<file path="config.mk">
export PLATFORM = sky130hd
export DESIGN_NAME = usbnr_regs
export DESIGN_NICKNAME = d
export VERILOG_FILES = /design/src/pkg/usbnr_pkg.sv /design/src/pkg/usbnr_reg_if.sv /design/src/design/usbnr_apb_slave.sv /design/src/design/usbnr_ep_summary.sv /design/src/design/usbnr_regs.sv
export SDC_FILE = /design/constraint.sdc
export NUM_CORES = 1
export LEC_CHECK = 0
export ABC_AREA = 1
export BUFFER_PORTS_ARGS = -buffer_cell sky130_fd_sc_hd__buf_2
export CELL_PAD_IN_SITES_DETAIL_PLACEMENT = 1
export CELL_PAD_IN_SITES_GLOBAL_PLACEMENT = 1
export CORE_AREA = 4 4 137 139
export DETAILED_ROUTE_END_ITERATION = 10
export DIE_AREA = 0 0 141 143
export PLACE_DENSITY_LB_ADDON = 0.1
export SLEW_MARGIN = 25
export SYNTH_ARGS = -nofsm -noshare
export SYNTH_HDL_FRONTEND = slang
export SYNTH_HIERARCHICAL = 1
export SYNTH_SLANG_ARGS = --single-unit
</file>
<file path="constraint.sdc">
create_clock -name pclk -period 1.98 [get_ports pclk]
set_input_delay 0.396 -clock pclk [delete_from_list [all_inputs] [get_ports pclk]]
set_output_delay 0.396 -clock pclk [all_outputs]
set_load 0.02 [all_outputs]
</file>
<file path="src/pkg/usbnr_pkg.sv">
package usbnr_pkg;

   // Clock and bus timing, kept in nanoseconds as printed.
   localparam int unsigned CLK_PERIOD_NS        = 4;
   localparam int unsigned SUSPEND_IDLE_NS      = 3_000_000;
   localparam int unsigned BUS_RESET_SE0_NS     = 2_500;
   // Least times round up to whole clock cycles.
   localparam int unsigned SUSPEND_IDLE_CYCLES  = (SUSPEND_IDLE_NS + CLK_PERIOD_NS - 1) /
                                                  CLK_PERIOD_NS;
   localparam int unsigned BUS_RESET_SE0_CYCLES = (BUS_RESET_SE0_NS + CLK_PERIOD_NS - 1) /
                                                  CLK_PERIOD_NS;

   localparam int unsigned NUM_EP      = 8;
   localparam int unsigned NUM_FACTORS = 7;

   // Register indices; the APB byte address is four times the index.
   localparam logic [7:0] IDX_EP_IRQ_EN [NUM_EP] = '{8'h98, 8'h99, 8'h9A, 8'h9B,
                                                     8'h9C, 8'h9D, 8'h9E, 8'h9F};
   localparam logic [7:0] IDX_XCVR_RESET  = 8'hA0;
   localparam logic [7:0] IDX_EVENT_FLAGS = 8'hA1;
   localparam logic [7:0] IDX_NEGO_CTRL   = 8'hA2;
   localparam logic [7:0] IDX_EP_SUMMARY  = 8'hA6;

   // Enable field positions inside each endpoint enable register.
   localparam int unsigned OUT_SHORT_ACK_IRQ_EN_BIT = 6;
   localparam int unsigned IN_ACK_IRQ_EN_BIT        = 5;
   localparam int unsigned OUT_ACK_IRQ_EN_BIT       = 4;
   localparam int unsigned IN_NAK_IRQ_EN_BIT        = 3;
   localparam int unsigned OUT_NAK_IRQ_EN_BIT       = 2;
   localparam int unsigned IN_ERROR_IRQ_EN_BIT      = 1;
   localparam int unsigned OUT_ERROR_IRQ_EN_BIT     = 0;

   // Negotiation control fields.
   localparam int unsigned BUS_WATCH_DISABLE_BIT   = 7;
   localparam int unsigned AUTO_NEGO_ENABLE_BIT    = 6;
   localparam int unsigned SUSPENDED_FLAG_BIT      = 5;
   localparam int unsigned HIGH_SPEED_DISABLE_BIT  = 4;
   localparam int unsigned REMOTE_WAKE_SIGNAL_BIT  = 3;
   localparam int unsigned RESUME_RESTORE_BIT      = 2;
   localparam int unsigned CHIRP_START_BIT         = 1;
   localparam int unsigned CONTROLLER_ACTIVATE_BIT = 0;

   localparam int unsigned XCVR_MACRO_RESET_BIT_POS = 0;

   // Event flag fields, write one to clear.
   localparam int unsigned CHIRP_DONE_IRQ_BIT       = 0;
   localparam int unsigned BUS_RESET_SEEN_IRQ_BIT   = 1;
   localparam int unsigned BUS_SUSPEND_SEEN_IRQ_BIT = 2;
   localparam int unsigned RESTORE_DONE_IRQ_BIT     = 3;

   // Reset values.
   localparam logic [6:0] EP_IRQ_EN_RESET   = 7'h00;
   localparam logic       XCVR_RESET_RESET  = 1'h1;
   localparam logic [7:0] NEGO_CTRL_RESET   = 8'h00;
   localparam logic [3:0] EVENT_FLAGS_RESET = 4'h0;

   // Bus watcher states, one bit apart from the watching state.
   typedef enum logic [1:0] {
      WATCH_LINE      = 2'b00,
      WATCH_BUS_RESET = 2'b01,
      WATCH_SUSPENDED = 2'b10
   } usbnr_watch_type;

endpackage

</file>
<file path="src/pkg/usbnr_reg_if.sv">
`timescale 1ns/1ps
// Register access path from the APB front end to the register bank.
interface usbnr_reg_if;
   logic       wr;
   logic [7:0] idx;
   logic [7:0] wdata;
   logic [7:0] rdata;
   logic       hit;

   modport front (output wr, output idx, output wdata, input rdata, input hit);
   modport bank  (input wr, input idx, input wdata, output rdata, output hit);
endinterface

</file>
<file path="src/design/usbnr_apb_slave.sv">
`timescale 1ns/1ps
module usbnr_apb_slave
   import usbnr_pkg::*;
#(
   parameter int unsigned ADDR_W = 12
) (
   input  wire logic              pclk,
   input  wire logic              presetn,
   input  wire logic              psel,
   input  wire logic              penable,
   input  wire logic              pwrite,
   input  wire logic [ADDR_W-1:0] paddr,
   input  wire logic [31:0]       pwdata,
   output logic [31:0]            prdata,
   output logic                   pready,
   output logic                   pslverr,
   usbnr_reg_if.front             regs
);
   if (ADDR_W < 10) begin : g_bad_width
      $error("usbnr_apb_slave needs at least ten address bits");
   end

   typedef struct packed {
      logic [31:0] rdata;
      logic        ready;
      logic        err;
   } usbnr_apb_state_type;

   usbnr_apb_state_type st_q;
   usbnr_apb_state_type st_d;
   logic                aligned;

   // Only whole aligned words inside the index range decode.
   always_comb begin
      aligned = (paddr[1:0] == 2'h0);
      if (ADDR_W > 10) begin
         aligned = aligned && (paddr >> 10) == '0;
      end
   end

   assign regs.idx   = paddr[9:2];
   assign regs.wdata = pwdata[7:0];
   // The write lands on the edge where the access phase completes.
   assign regs.wr    = psel && penable && pwrite && st_q.ready && !st_q.err;

   // Every transfer answers in its first access cycle; read data is caught at setup.
   always_comb begin
      st_d       = st_q;
      st_d.ready = 1'h0;
      st_d.err   = 1'h0;
      st_d.rdata = 32'h00000000;
      if (psel && !penable) begin
         st_d.ready = 1'h1;
         st_d.err   = !(aligned && regs.hit);
         st_d.rdata = (aligned && regs.hit && !pwrite) ? {24'h000000, regs.rdata} : 32'h00000000;
      end
   end

   always_ff @(posedge pclk or negedge presetn) begin
      if (!presetn) begin
         st_q <= '0;
      end else begin
         st_q <= st_d;
      end
   end

   assign prdata  = st_q.rdata;
   assign pready  = st_q.ready;
   assign pslverr = st_q.err;
endmodule

</file>
<file path="src/design/usbnr_ep_summary.sv">
`timescale 1ns/1ps
module usbnr_ep_summary
   import usbnr_pkg::*;
#(
   parameter int unsigned EPS = NUM_EP
) (
   input  wire logic                             pclk,
   input  wire logic                             presetn,
   input  wire logic [EPS-1:0][NUM_FACTORS-1:0] events,
   input  wire logic [EPS-1:0][NUM_FACTORS-1:0] enables,
   output logic [EPS-1:0]                        summary
);
   typedef struct packed {
      logic [EPS-1:0] summary;
   } usbnr_sum_state_type;

   usbnr_sum_state_type st_q;
   usbnr_sum_state_type st_d;
   logic [EPS-1:0]      gated;

   // Each endpoint bit is the OR of its factors, each masked by its enable.
   for (genvar i = 0; i < EPS; i++) begin : g_ep
      assign gated[i] = |(events[i] & enables[i]);
   end

   always_comb begin
      st_d         = st_q;
      st_d.summary = gated;
   end

   always_ff @(posedge pclk or negedge presetn) begin
      if (!presetn) begin
         st_q <= '0;
      end else begin
         st_q <= st_d;
      end
   end

   assign summary = st_q.summary;

   chk_masked_quiet: assert property (
      @(posedge pclk) disable iff (!presetn)
      (enables[0] == '0) |=> !summary[0])
      else $error("Endpoint summary rose with every enable clear.");

   chk_summary_tracks: assert property (
      @(posedge pclk) disable iff (!presetn)
      ((events[EPS-1] & enables[EPS-1]) != '0) |=> summary[EPS-1])
      else $error("Enabled endpoint factor did not reach the summary.");
endmodule

</file>
<file path="src/design/usbnr_regs.sv">
// The APB register port is this design's own decision.
`timescale 1ns/1ps
module usbnr_regs
   import usbnr_pkg::*;
#(
   parameter int unsigned ADDR_W       = 12,
   parameter int unsigned IDLE_CYCLES  = SUSPEND_IDLE_CYCLES,
   parameter int unsigned SE0_CYCLES   = BUS_RESET_SE0_CYCLES
) (
   input  wire logic                                pclk,
   input  wire logic                                presetn,
   input  wire logic                                psel,
   input  wire logic                                penable,
   input  wire logic                                pwrite,
   input  wire logic [ADDR_W-1:0]                   paddr,
   input  wire logic [31:0]                         pwdata,
   output logic [31:0]                              prdata,
   output logic                                     pready,
   output logic                                     pslverr,
   input  wire logic [NUM_EP-1:0][NUM_FACTORS-1:0]  endpoint_event_status,
   input  wire logic                                low_power_doze_state,
   input  wire logic                                line_active,
   input  wire logic                                line_se0,
   input  wire logic                                chirp_done_in,
   input  wire logic                                chirp_hs_result,
   output logic [NUM_EP-1:0]                        endpoint_summary_irq_status,
   output logic                                     xcvr_macro_reset_bit,
   output logic                                     controller_activate,
   output logic                                     auto_speed_negotiation_enable,
   output logic                                     remote_wake_signal,
   output logic                                     chirp_go,
   output logic                                     hs_mode
);
   localparam int unsigned IW = $clog2(IDLE_CYCLES + 1);
   localparam int unsigned SW = $clog2(SE0_CYCLES + 1);

   if (IDLE_CYCLES < 1 || SE0_CYCLES < 1 || IDLE_CYCLES > 32'h00FFFFFF) begin : g_bad_count
      $error("usbnr_regs timing counts are out of range");
   end

   typedef struct packed {
      logic [NUM_EP-1:0][NUM_FACTORS-1:0] ep_en;
      logic                               xcvr_rst;
      logic [7:0]                         nego;
      logic [3:0]                         flags;
      logic                               hs;
      logic                               hs_saved;
      logic                               chirp_go;
      usbnr_watch_type                    watch;
      logic [IW-1:0]                      idle_cnt;
      logic [SW-1:0]                      se0_cnt;
   } usbnr_regs_state_type;

   usbnr_regs_state_type st_q;
   usbnr_regs_state_type st_d;
   usbnr_reg_if          bus ();
   logic                 ep_hit;
   logic [2:0]           ep_sel;
   logic                 watching;
   logic                 chirp_in_reset;
   logic [3:0]           flag_set;
   logic                 open_access;

   usbnr_apb_slave #(
      .ADDR_W (ADDR_W)
   ) u_apb (
      .pclk    (pclk),
      .presetn (presetn),
      .psel    (psel),
      .penable (penable),
      .pwrite  (pwrite),
      .paddr   (paddr),
      .pwdata  (pwdata),
      .prdata  (prdata),
      .pready  (pready),
      .pslverr (pslverr),
      .regs    (bus.front)
   );

   usbnr_ep_summary #(
      .EPS (NUM_EP)
   ) u_summary (
      .pclk    (pclk),
      .presetn (presetn),
      .events  (endpoint_event_status),
      .enables (st_q.ep_en),
      .summary (endpoint_summary_irq_status)
   );

   // Find which endpoint enable register, if any, the index names.
   always_comb begin
      ep_hit = 1'h0;
      ep_sel = 3'h0;
      for (int i = 0; i < NUM_EP; i++) begin
         if (bus.idx == IDX_EP_IRQ_EN[i]) begin
            ep_hit = 1'h1;
            ep_sel = i[2:0];
         end
      end
   end

   // Only the transceiver reset register stays reachable in low power, since
   // the rest of the bank sits in a domain that may be gated then.
   assign open_access = !low_power_doze_state;

   // Read mux; everything beyond the transceiver reset reads zero in low power.
   always_comb begin
      bus.rdata = 8'h00;
      bus.hit   = 1'h1;
      if (bus.idx == IDX_XCVR_RESET) begin
         bus.rdata = {7'h00, st_q.xcvr_rst};
      end else if (bus.idx == IDX_NEGO_CTRL) begin
         bus.rdata = open_access ? st_q.nego : 8'h00;
      end else if (bus.idx == IDX_EVENT_FLAGS) begin
         bus.rdata = open_access ? {4'h0, st_q.flags} : 8'h00;
      end else if (bus.idx == IDX_EP_SUMMARY) begin
         bus.rdata = open_access ? endpoint_summary_irq_status : 8'h00;
      end else if (ep_hit) begin
         bus.rdata = open_access ? {1'h0, st_q.ep_en[ep_sel]} : 8'h00;
      end else begin
         bus.hit = 1'h0;
      end
   end

   assign watching       = st_q.nego[CONTROLLER_ACTIVATE_BIT] &&
                           !st_q.nego[BUS_WATCH_DISABLE_BIT];
   assign chirp_in_reset = st_q.nego[CHIRP_START_BIT] && st_q.watch == WATCH_BUS_RESET;

   // Next state: register writes, bus watcher, chirp and restore sequencing.
   always_comb begin
      st_d     = st_q;
      flag_set = 4'h0;

      // Software writes; hardware-owned self-clearing bits follow below so
      // that completion always wins over a stale write.
      if (bus.wr) begin
         if (bus.idx == IDX_XCVR_RESET) begin
            st_d.xcvr_rst = bus.wdata[XCVR_MACRO_RESET_BIT_POS];
         end else if (!open_access) begin
            st_d.xcvr_rst = st_q.xcvr_rst;
         end else if (bus.idx == IDX_NEGO_CTRL) begin
            st_d.nego = bus.wdata;
         end else if (bus.idx == IDX_EVENT_FLAGS) begin
            st_d.flags = st_q.flags & ~bus.wdata[3:0];
         end else if (ep_hit) begin
            st_d.ep_en[ep_sel] = bus.wdata[NUM_FACTORS-1:0];
         end
      end

      // Bus watcher runs only while the controller is active and not disabled.
      if (!watching) begin
         st_d.watch    = WATCH_LINE;
         st_d.idle_cnt = '0;
         st_d.se0_cnt  = '0;
      end else begin
         case (st_q.watch)
            WATCH_LINE: begin
               st_d.idle_cnt = line_active ? '0 : st_q.idle_cnt + 1'b1;
               st_d.se0_cnt  = (line_se0 && !st_q.hs) ? st_q.se0_cnt + 1'b1 : '0;
               if (line_se0 && !st_q.hs && st_q.se0_cnt == SW'(SE0_CYCLES - 1)) begin
                  flag_set[BUS_RESET_SEEN_IRQ_BIT] = 1'h1;
                  st_d.watch    = WATCH_BUS_RESET;
                  st_d.idle_cnt = '0;
               end else if (!line_active && st_q.idle_cnt == IW'(IDLE_CYCLES - 1)) begin
                  st_d.idle_cnt = '0;
                  if (st_q.hs) begin
                     // High speed idle cannot tell reset from suspend, so
                     // fall back to full speed and watch once more.
                     st_d.hs = 1'h0;
                  end else begin
                     flag_set[BUS_SUSPEND_SEEN_IRQ_BIT] = 1'h1;
                     st_d.watch = WATCH_SUSPENDED;
                     if (st_q.nego[AUTO_NEGO_ENABLE_BIT]) begin
                        st_d.nego[SUSPENDED_FLAG_BIT] = 1'h1;
                     end
                  end
               end
            end
            WATCH_BUS_RESET: begin
               st_d.se0_cnt = '0;
               if (!line_se0) begin
                  st_d.watch = WATCH_LINE;
               end
            end
            WATCH_SUSPENDED: begin
               if (line_active) begin
                  st_d.watch = WATCH_LINE;
               end
            end
            default: begin
               st_d.watch = WATCH_LINE;
            end
         endcase
      end

      // Remember the speed on entry to suspend for a later restore.
      if (st_q.watch != WATCH_SUSPENDED && st_d.watch == WATCH_SUSPENDED) begin
         st_d.hs_saved = st_d.hs;
      end

      // Chirp: with high speed refused it finishes at once in full speed;
      // otherwise the handshake engine is asked and its answer ends it.
      st_d.chirp_go = 1'h0;
      if (chirp_in_reset) begin
         if (st_q.nego[HIGH_SPEED_DISABLE_BIT]) begin
            st_d.hs                    = 1'h0;
            st_d.nego[CHIRP_START_BIT] = 1'h0;
            flag_set[CHIRP_DONE_IRQ_BIT] = 1'h1;
         end else if (chirp_done_in && st_q.chirp_go) begin
            st_d.hs                    = chirp_hs_result;
            st_d.nego[CHIRP_START_BIT] = 1'h0;
            flag_set[CHIRP_DONE_IRQ_BIT] = 1'h1;
         end else begin
            st_d.chirp_go = 1'h1;
         end
      end

      // Restore brings back the saved speed in one step and self-clears.
      if (st_q.nego[RESUME_RESTORE_BIT]) begin
         st_d.hs                       = st_q.hs_saved;
         st_d.nego[RESUME_RESTORE_BIT] = 1'h0;
         flag_set[RESTORE_DONE_IRQ_BIT] = 1'h1;
      end

      // A new event beats a clear written in the same cycle.
      st_d.flags = st_d.flags | flag_set;
   end

   always_ff @(posedge pclk or negedge presetn) begin
      if (!presetn) begin
         st_q          <= '0;
         st_q.ep_en    <= {NUM_EP{EP_IRQ_EN_RESET}};
         st_q.xcvr_rst <= XCVR_RESET_RESET;
         st_q.nego     <= NEGO_CTRL_RESET;
         st_q.flags    <= EVENT_FLAGS_RESET;
         st_q.watch    <= WATCH_LINE;
      end else begin
         st_q <= st_d;
      end
   end

   // Outputs come straight from the state flops.
   assign xcvr_macro_reset_bit          = st_q.xcvr_rst;
   assign controller_activate           = st_q.nego[CONTROLLER_ACTIVATE_BIT];
   assign auto_speed_negotiation_enable = st_q.nego[AUTO_NEGO_ENABLE_BIT];
   // Wake signalling length is timed by software; the block only drives it.
   assign remote_wake_signal            = st_q.nego[REMOTE_WAKE_SIGNAL_BIT];
   assign chirp_go                      = st_q.chirp_go;
   assign hs_mode                       = st_q.hs;

   chk_enable_reset_zero: assert property (
      @(posedge pclk) disable iff (!presetn)
      !$past(presetn) |-> (st_q.ep_en == '0))
      else $error("Endpoint enables not zero after reset.");

   chk_enable_needs_write: assert property (
      @(posedge pclk) disable iff (!presetn)
      $changed(st_q.ep_en) |-> $past(bus.wr) && $past(ep_hit))
      else $error("Endpoint enables changed without a write.");

   chk_xcvr_reset_one: assert property (
      @(posedge pclk) disable iff (!presetn)
      !$past(presetn) |-> xcvr_macro_reset_bit)
      else $error("Transceiver not held in reset after reset.");

   chk_xcvr_write_one: assert property (
      @(posedge pclk) disable iff (!presetn)
      (bus.wr && bus.idx == IDX_XCVR_RESET && bus.wdata[0]) |=> xcvr_macro_reset_bit)
      else $error("Writing one did not hold the transceiver in reset.");

   chk_xcvr_doze_clear: assert property (
      @(posedge pclk) disable iff (!presetn)
      (low_power_doze_state && bus.wr && bus.idx == IDX_XCVR_RESET && !bus.wdata[0])
      |=> !xcvr_macro_reset_bit)
      else $error("Transceiver reset write lost in low power.");

   chk_nego_reset_zero: assert property (
      @(posedge pclk) disable iff (!presetn)
      !$past(presetn) |-> (st_q.nego == 8'h00) && !controller_activate)
      else $error("Negotiation control not zero after reset.");

   chk_idle_when_off: assert property (
      @(posedge pclk) disable iff (!presetn)
      !controller_activate |=> st_q.watch == WATCH_LINE &&
      st_q.flags[1:1] == $past(st_q.flags[1:1]) || $past(bus.wr))
      else $error("Bus watcher acted while the controller was off.");

   chk_se0_bus_reset: assert property (
      @(posedge pclk) disable iff (!presetn)
      (watching && st_q.watch == WATCH_LINE && !st_q.hs && line_se0 &&
       st_q.se0_cnt == SW'(SE0_CYCLES - 1)) |=> st_q.watch == WATCH_BUS_RESET ##0 st_q.flags[1])
      else $error("Long SE0 did not raise bus reset.");

   chk_chirp_selfclear: assert property (
      @(posedge pclk) disable iff (!presetn)
      (chirp_in_reset && st_q.nego[HIGH_SPEED_DISABLE_BIT])
      |=> !st_q.nego[CHIRP_START_BIT] && st_q.flags[0] && !hs_mode)
      else $error("Chirp with high speed refused did not finish.");

   chk_xcvr_write_zero: assert property (
      @(posedge pclk) disable iff (!presetn)
      (bus.wr && bus.idx == IDX_XCVR_RESET && !bus.wdata[0]) |=> !xcvr_macro_reset_bit)
      else $error("Clearing the bit did not release the transceiver.");

   chk_hs_idle_drop: assert property (
      @(posedge pclk) disable iff (!presetn)
      (watching && st_q.watch == WATCH_LINE && st_q.hs && !line_active &&
       st_q.idle_cnt == IW'(IDLE_CYCLES - 1) && !st_q.nego[RESUME_RESTORE_BIT])
      |=> !hs_mode)
      else $error("Long idle in high speed did not fall back to full speed.");

   chk_idle_suspend: assert property (
      @(posedge pclk) disable iff (!presetn)
      (watching && st_q.watch == WATCH_LINE && !st_q.hs && !line_active && !line_se0 &&
       st_q.idle_cnt == IW'(IDLE_CYCLES - 1)) |=> st_q.flags[BUS_SUSPEND_SEEN_IRQ_BIT])
      else $error("Long idle in full speed did not raise suspend.");

   chk_chirp_handshake: assert property (
      @(posedge pclk) disable iff (!presetn)
      (chirp_in_reset && !st_q.nego[HIGH_SPEED_DISABLE_BIT] && chirp_done_in &&
       st_q.chirp_go && !st_q.nego[RESUME_RESTORE_BIT])
      |=> hs_mode == $past(chirp_hs_result) && !st_q.nego[CHIRP_START_BIT] && st_q.flags[0])
      else $error("Finished handshake did not set the speed and self-clear.");

   cov_bus_reset: cover property (@(posedge pclk) disable iff (!presetn)
      st_q.watch == WATCH_BUS_RESET);
   cov_suspend: cover property (@(posedge pclk) disable iff (!presetn)
      st_q.watch == WATCH_SUSPENDED);
   cov_chirp_done: cover property (@(posedge pclk) disable iff (!presetn)
      chirp_done_in && st_q.chirp_go);
   cov_summary: cover property (@(posedge pclk) disable iff (!presetn)
      endpoint_summary_irq_status != '0);
   cov_chirp_refused: cover property (@(posedge pclk) disable iff (!presetn)
      chirp_in_reset && st_q.nego[HIGH_SPEED_DISABLE_BIT]);
endmodule

</file>
[Word-level counts from Yosys, hierarchy flattened]
Cells that the tools add are included.
W data, S select, Z words.
Word-level totals
  output and inout port bits: 48
  flip-flop bits (word level): 146
  word-level logic and storage cells: 188
  input bits: 110
Cells by class
  eq/ne operators: 22
  reduce and logical (&&, ||, !) cells: 40
  $lt $le $gt $ge: 2
  bitwise gates (word level): 15
  mux-type cells: 84
  $add $sub $neg: 2
Operators with widths (number)
  $eq A8 B8 Y1 const B: 12
  $and A7 B7 Y7: 8
  $bwmux W56: 1
  $mux W8: 7
  $reduce_or A7 Y1: 8
  $mux W10: 5
  $mux W22: 2
  $mux W1: 43
  $mux W20: 2
  $mux W32: 1
  $mux W7: 4
  $bmux W7 S3: 1
  $demux W7 S3: 1
  $add A20 B1 Y20 const B: 1
  $eq A20 B20 Y1 const B: 1
  $pmux W10 S2: 1
  $mux W3: 6
  $logic_and A1 B1 Y1: 16
  $logic_not A12 Y1: 1
  $mux W4: 3
  $add A10 B1 Y10 const B: 1
  $eq A10 B10 Y1 const B: 1
  $mux W2: 5
  $reduce_and A4 Y1: 2
  other kinds (18): 32

[Logic depth before layout (Yosys ltp)]
  depth in word-level cells: 18
  mapped depth: 15
  depth with buffers taken out: 14

[Modules after synthesis]
Netlist, hierarchy kept.
Modules (own cells, without submodules)
  usbnr_regs: cells each 723, area an instance 5446.5 sq um, instances 1
  usbnr_apb_slave: cells each 78, area an instance 689.4 sq um, instances 1
  usbnr_ep_summary: cells each 120, area an instance 620.6 sq um, instances 1

[Worst setup path before layout]
OpenSTA, ideal clock, no wires.
  path kind: input-to-reg
  start: input paddr[9]
  end: register st_q[51] (netlist name)
  arrival: 1.818 ns
  setup slack: 0.032 ns
  required time: 1.850 ns
  stages on the path: 12
  path buffers: 2
  cell sequence: buf_4 > inv_1 > nor2_4 > nand3_1 > nor2_1 > nand2_1 > nand3_2 > nor3_4 > nand3_1 > buf_4 > nand2_1 > o21ai_0
Between the ends
  cells in the longest elaborated chain, start to end: 13
  elaborated cells on any way between the ends: 36
Ends and longest elaborated chain
  start: declaration: RTL line usbnr_regs.sv:15  | input wire logic [ADDR_W-1:0] paddr,
  $eq A8 B8 Y1: RTL line usbnr_regs.sv:95  | if (bus.idx == IDX_EP_IRQ_EN[i]) begin
  $mux W1: RTL line usbnr_regs.sv:95
  $mux W3 (6 in series): RTL line usbnr_regs.sv:95
  $lt A3 B4 Y1 (implied by the code) / $ge A3 B1 Y1 (equally long branches): RTL line usbnr_regs.sv:146  | st_d.ep_en[ep_sel] = bus.wdata[NUM_FACTORS-1:0];
  $logic_and A1 B1 Y1 (implied by the code): RTL line usbnr_regs.sv:146
  $mux W7 (implied by the code): RTL line usbnr_regs.sv:146
  $demux W7 S3: RTL line usbnr_regs.sv:146
  $bwmux W56: RTL line usbnr_regs.sv:146
  end signal: assignment: RTL line usbnr_regs.sv:238  | st_q <= st_d;
  end: declaration: RTL line usbnr_regs.sv:54  | usbnr_regs_state_type st_q;
Parallel ways exist; a longest one is shown, timed or not.
A chain may end at the register's enable or synchronous reset.

[Worst setup path in the final report]
  start: register st_q[10] (netlist name)
  end: register st_q[26] (netlist name)
Between the ends
  cells in the longest elaborated chain, start to end: 6
  elaborated cells on any way between the ends: 8
Ends and longest elaborated chain
  $add A20 B1 Y20 / $eq A20 B20 Y1 (equally long branches): RTL line usbnr_regs.sv:158, usbnr_regs.sv:164
  $mux W20 / $logic_and A1 B1 Y1 (equally long branches): RTL line usbnr_regs.sv:158, usbnr_regs.sv:164
  $mux W22 (*): RTL line usbnr_regs.sv:164  | end else if (!line_active && st_q.idle_cnt == IW'(IDLE_CYCLES - 1)) begin
  $mux W22 (*): RTL line usbnr_regs.sv:160  | if (line_se0 && !st_q.hs && st_q.se0_cnt == SW'(SE0_CYCLES - 1)) begin
  $mux W20 (*): RTL line usbnr_regs.sv:156  | case (st_q.watch)
  $mux W32 (*): RTL line usbnr_regs.sv:151  | if (!watching) begin
Mark *: on every way between the ends. The rest lies on a longest branch, timed or not. The select of a mux whose other input is x is not followed.

==> impl_metrics.env <==
export IMPL_cts_tree="yes"
export IMPL_met1Wirelength_um=11090
export IMPL_hold_class="input port to register"
export IMPL_ant_nets=0
export IMPL_slew_headroom_pct=59.90
export IMPL_switchingPower_mw=1.519
export IMPL_max_cap_viol_count=0
export IMPL_io_buffers=109
export IMPL_start_util_pct=38.27
export IMPL_critPathCaptureType="register"
export IMPL_wirelength_um=22180
export IMPL_clock_power_share_pct=54.4
export IMPL_vias=6540
export IMPL_rows=49
export IMPL_antenna_cells=0
export IMPL_final_common_cell="nand2_1"
export IMPL_synth_warnings=6
export IMPL_synth_top_area_share_pct=44.81
export IMPL_synth_cell_types=38
export IMPL_clock_latency_ns=0.43
export IMPL_crit_required_ns=2.32
export IMPL_period_share_pct=89.82
export IMPL_post_cts_buffers=0
export IMPL_dp_hpwl_um=16470
export IMPL_drive_gt1_share_pct=20.07
export IMPL_route_detailed_drc=0
export IMPL_tns_ns=0
export IMPL_placed_cells=1282
export IMPL_finalPower_mw=6.263
export IMPL_reg2reg_from="st_q[10]"
export IMPL_grt_usage_pct=22.55
export IMPL_cts_clk_slew_worst_paths_ns=0.06
export IMPL_maxUsedRoutingLayer="met4"
export IMPL_rsz0062_at_grt="true"
export IMPL_r2r_cells=9
export IMPL_grt_ovfl_total=0
export IMPL_cts_inserted_buffers=17
export IMPL_crit_fanout=3
export IMPL_final_cell_mix="nand2_1 (315), dfrtp_1 (121), buf_2 (108), o21ai_0 (95), inv_1 (94)"
export IMPL_slew_viol_final=0
export IMPL_p_seq_share_pct=40.0
export IMPL_avgSynthCellArea_um2=7.336
export IMPL_stdcell_count=1315
export IMPL_coreArea_um2=17660
export IMPL_holdWs_ns=0.2051
export IMPL_die_w_um=141
export IMPL_met3RoutedLength_um=1207
export IMPL_placed_area_um2=7770
export IMPL_cp_arrival_ns=2.12
export IMPL_worstHoldStart="penable"
export IMPL_finalSetupViolCount=0
export IMPL_synth_cells=921
export IMPL_finalClockSkew_ns=0.01371
export IMPL_place_congestion=0.8676
export IMPL_ys_top_cells_by_area="dfrtp_1 (45%), nand2_1 (18%), o21ai_0 (7.1%)"
export IMPL_ys_seq_elements=122
export IMPL_worstHoldPathCells=2
export IMPL_finalHoldViolCount=0
export IMPL_die_y_um=143
export IMPL_reg2reg_to="st_q[26]"
export IMPL_grt_pass1_wl_um=35370
export IMPL_startpoint_type="register"
export IMPL_dieArea_um2=20160
export IMPL_clockBufferDepth=2
export IMPL_syn_to_final_growth_pct=24.91
export IMPL_ir_drop_mv=0.5893
export IMPL_wire_per_inst_um=16.86
export IMPL_fillers=2280
export IMPL_ys_seq_area_share_pct=45.20
export IMPL_met2_length_um=9661
export IMPL_power_density_nw_per_um2=742.2
export IMPL_drt_iter0_drc=422
export IMPL_leakagePower_nw=4.217
export IMPL_r2r_slack_ns=0.20
export IMPL_final_area_um2=8439
export IMPL_syn_area_um2=6756
export IMPL_fin_crit_ns=1.778
export IMPL_comb_power_share_pct=5.6
export IMPL_grt_pass1_vias=6606
export IMPL_yosysTopAreaCell="dfrtp_1"
export IMPL_outcome="completed"
export IMPL_worst_pin_slew_ns=0.6008
export IMPL_cts_root_buf="clkbuf_16"
export IMPL_io_pins=158
export IMPL_routed_via_density=4.973
export IMPL_grt_max_degree=66
export IMPL_drt_pass1_iter_count=5
export IMPL_antenna_found_initial=0
export IMPL_whs_endpoint="u_apb/pready"
export IMPL_h_tree_depth=4
export IMPL_fmax_ghz=0.5623
export IMPL_final_nets=1186
export IMPL_critPathKind="register to register"
export IMPL_numClockSinks=122
export IMPL_swShare_pct=24.25
export IMPL_internal_power_mw=4.744
-- final cells by class --
type / instances / area [um^2] / share of cell area [%]
clock buffers: 17 / 425.4 / 5.041
inverters: 94 / 352.8 / 4.181
flip-flops and latches: 122 / 3054 / 36.19
repair buffers: 170 / 1046 / 12.39
multi-input cells: 668 / 3060 / 36.26
clock inverters: 15 / 214.0 / 2.535
well taps: 229 / 286.5 / 3.395
-- worst max-delay path by stage --
stage | to | slack [ns] | from
2_1_floorplan | st_q[51] | 0.03 | paddr[9]
3_3_place_gp | u_apb/prdata[0] | -0.09 | paddr[6]
3_5_place_dp | u_apb/prdata[0] | -0.13 | paddr[6]
4_1_cts | st_q[26] | 0.15 | st_q[10]
5_1_grt | st_q[26] | -0.05 | st_q[10]
6_report | st_q[26] | 0.20 | st_q[10]
-- flip-flops by register name (all words and copies together) (netlist names) --
| name | cells |
|---|---|
| st_q | 98 |
| controller_activate | 1 |
| auto_speed_negotiation_enable | 1 |
| chirp_go | 1 |
| u_summary/summary | 8 |
| u_apb/pslverr | 1 |
| u_apb/pready | 1 |
| hs_mode | 1 |
| xcvr_macro_reset_bit | 1 |
| u_apb/prdata | 8 |
| remote_wake_signal | 1 |
-- worst max-delay path, stage by stage (launching register included) --
cell,delay [ns]
dfrtp_1,0.37
ha_1,0.19
nand3_1,0.12
nor2_2,0.15
nand3_1,0.12
nor3_1,0.18
buf_4,0.17
nand3b_1,0.09
xor2_1,0.15
o21ai_0,0.16
-- metrics by stage --
stage / worst slack, ns / util (%)
final: 0.2016 / 47.80
after global routing: -0.05246 / 47.80
after CTS: 0.1541 / 47.68
after detailed placement: -0.1294 / 44.01
after global placement: -0.09341 / 44.01
after floorplan: 0.03194 / -
-- Yosys cell counts, drive strengths merged --
master	instances
o31ai	1
nand3b	2
o32ai	1
nand4	16
o21ai	97
o22ai	9
conb	1
mux2	1
dfrtp	121
o2111ai	1
nor2	74
ha	3
clkbuf	8
a21boi	1
or2	1
or3	1
nand3	57
a21oi	12
o211ai	3
xor2	14
buf	52
nor3	24
nand2	316
a31oi	1
inv	94
nor4	6
a22oi	1
o22a	1
xnor2	1
dfstp	1
-- power by group through the flow --
stage / combinational, mW / sequential, mW / clock, mW
after floorplan: 0.177 / 2.55 / 0
after global placement: 0.345 / 2.55 / 0
after detailed placement: 0.349 / 2.55 / 0
after CTS: 0.354 / 2.50 / 3.47
after global routing: 0.389 / 2.50 / 3.59
final: 0.350 / 2.50 / 3.41
-- what timing repair did --
action,4_1_cts,5_1_grt
hold buffers,1,0
setup endpoints to repair,0,10
resized for setup,0,6
endpoints found under the hold margin,38,0
-- cell families (layout without fill, tap and decap cells) --
logic type	count (synthesis)	count (layout)	synth area share [%]
muxes	1	1	0.1667
AOI/OAI and AO/OA	128	128	10.06
adders and majority gates	3	3	0.5556
buffers and inverters	154	296	11.07
other	1	24	0.05550
xor gates and xnor gates	15	15	1.945
DFF	122	122	45.20
and+or+nand+nor	497	497	30.94
-- per-layer routing --
layer	up-vias	global-route usage (%)
li1	3197	-
met1	3157	33.14
met2	170	34.30
met3	16	5.023
met4	0	4.844
met5	-	0
(Power assumes the default switching activity.)
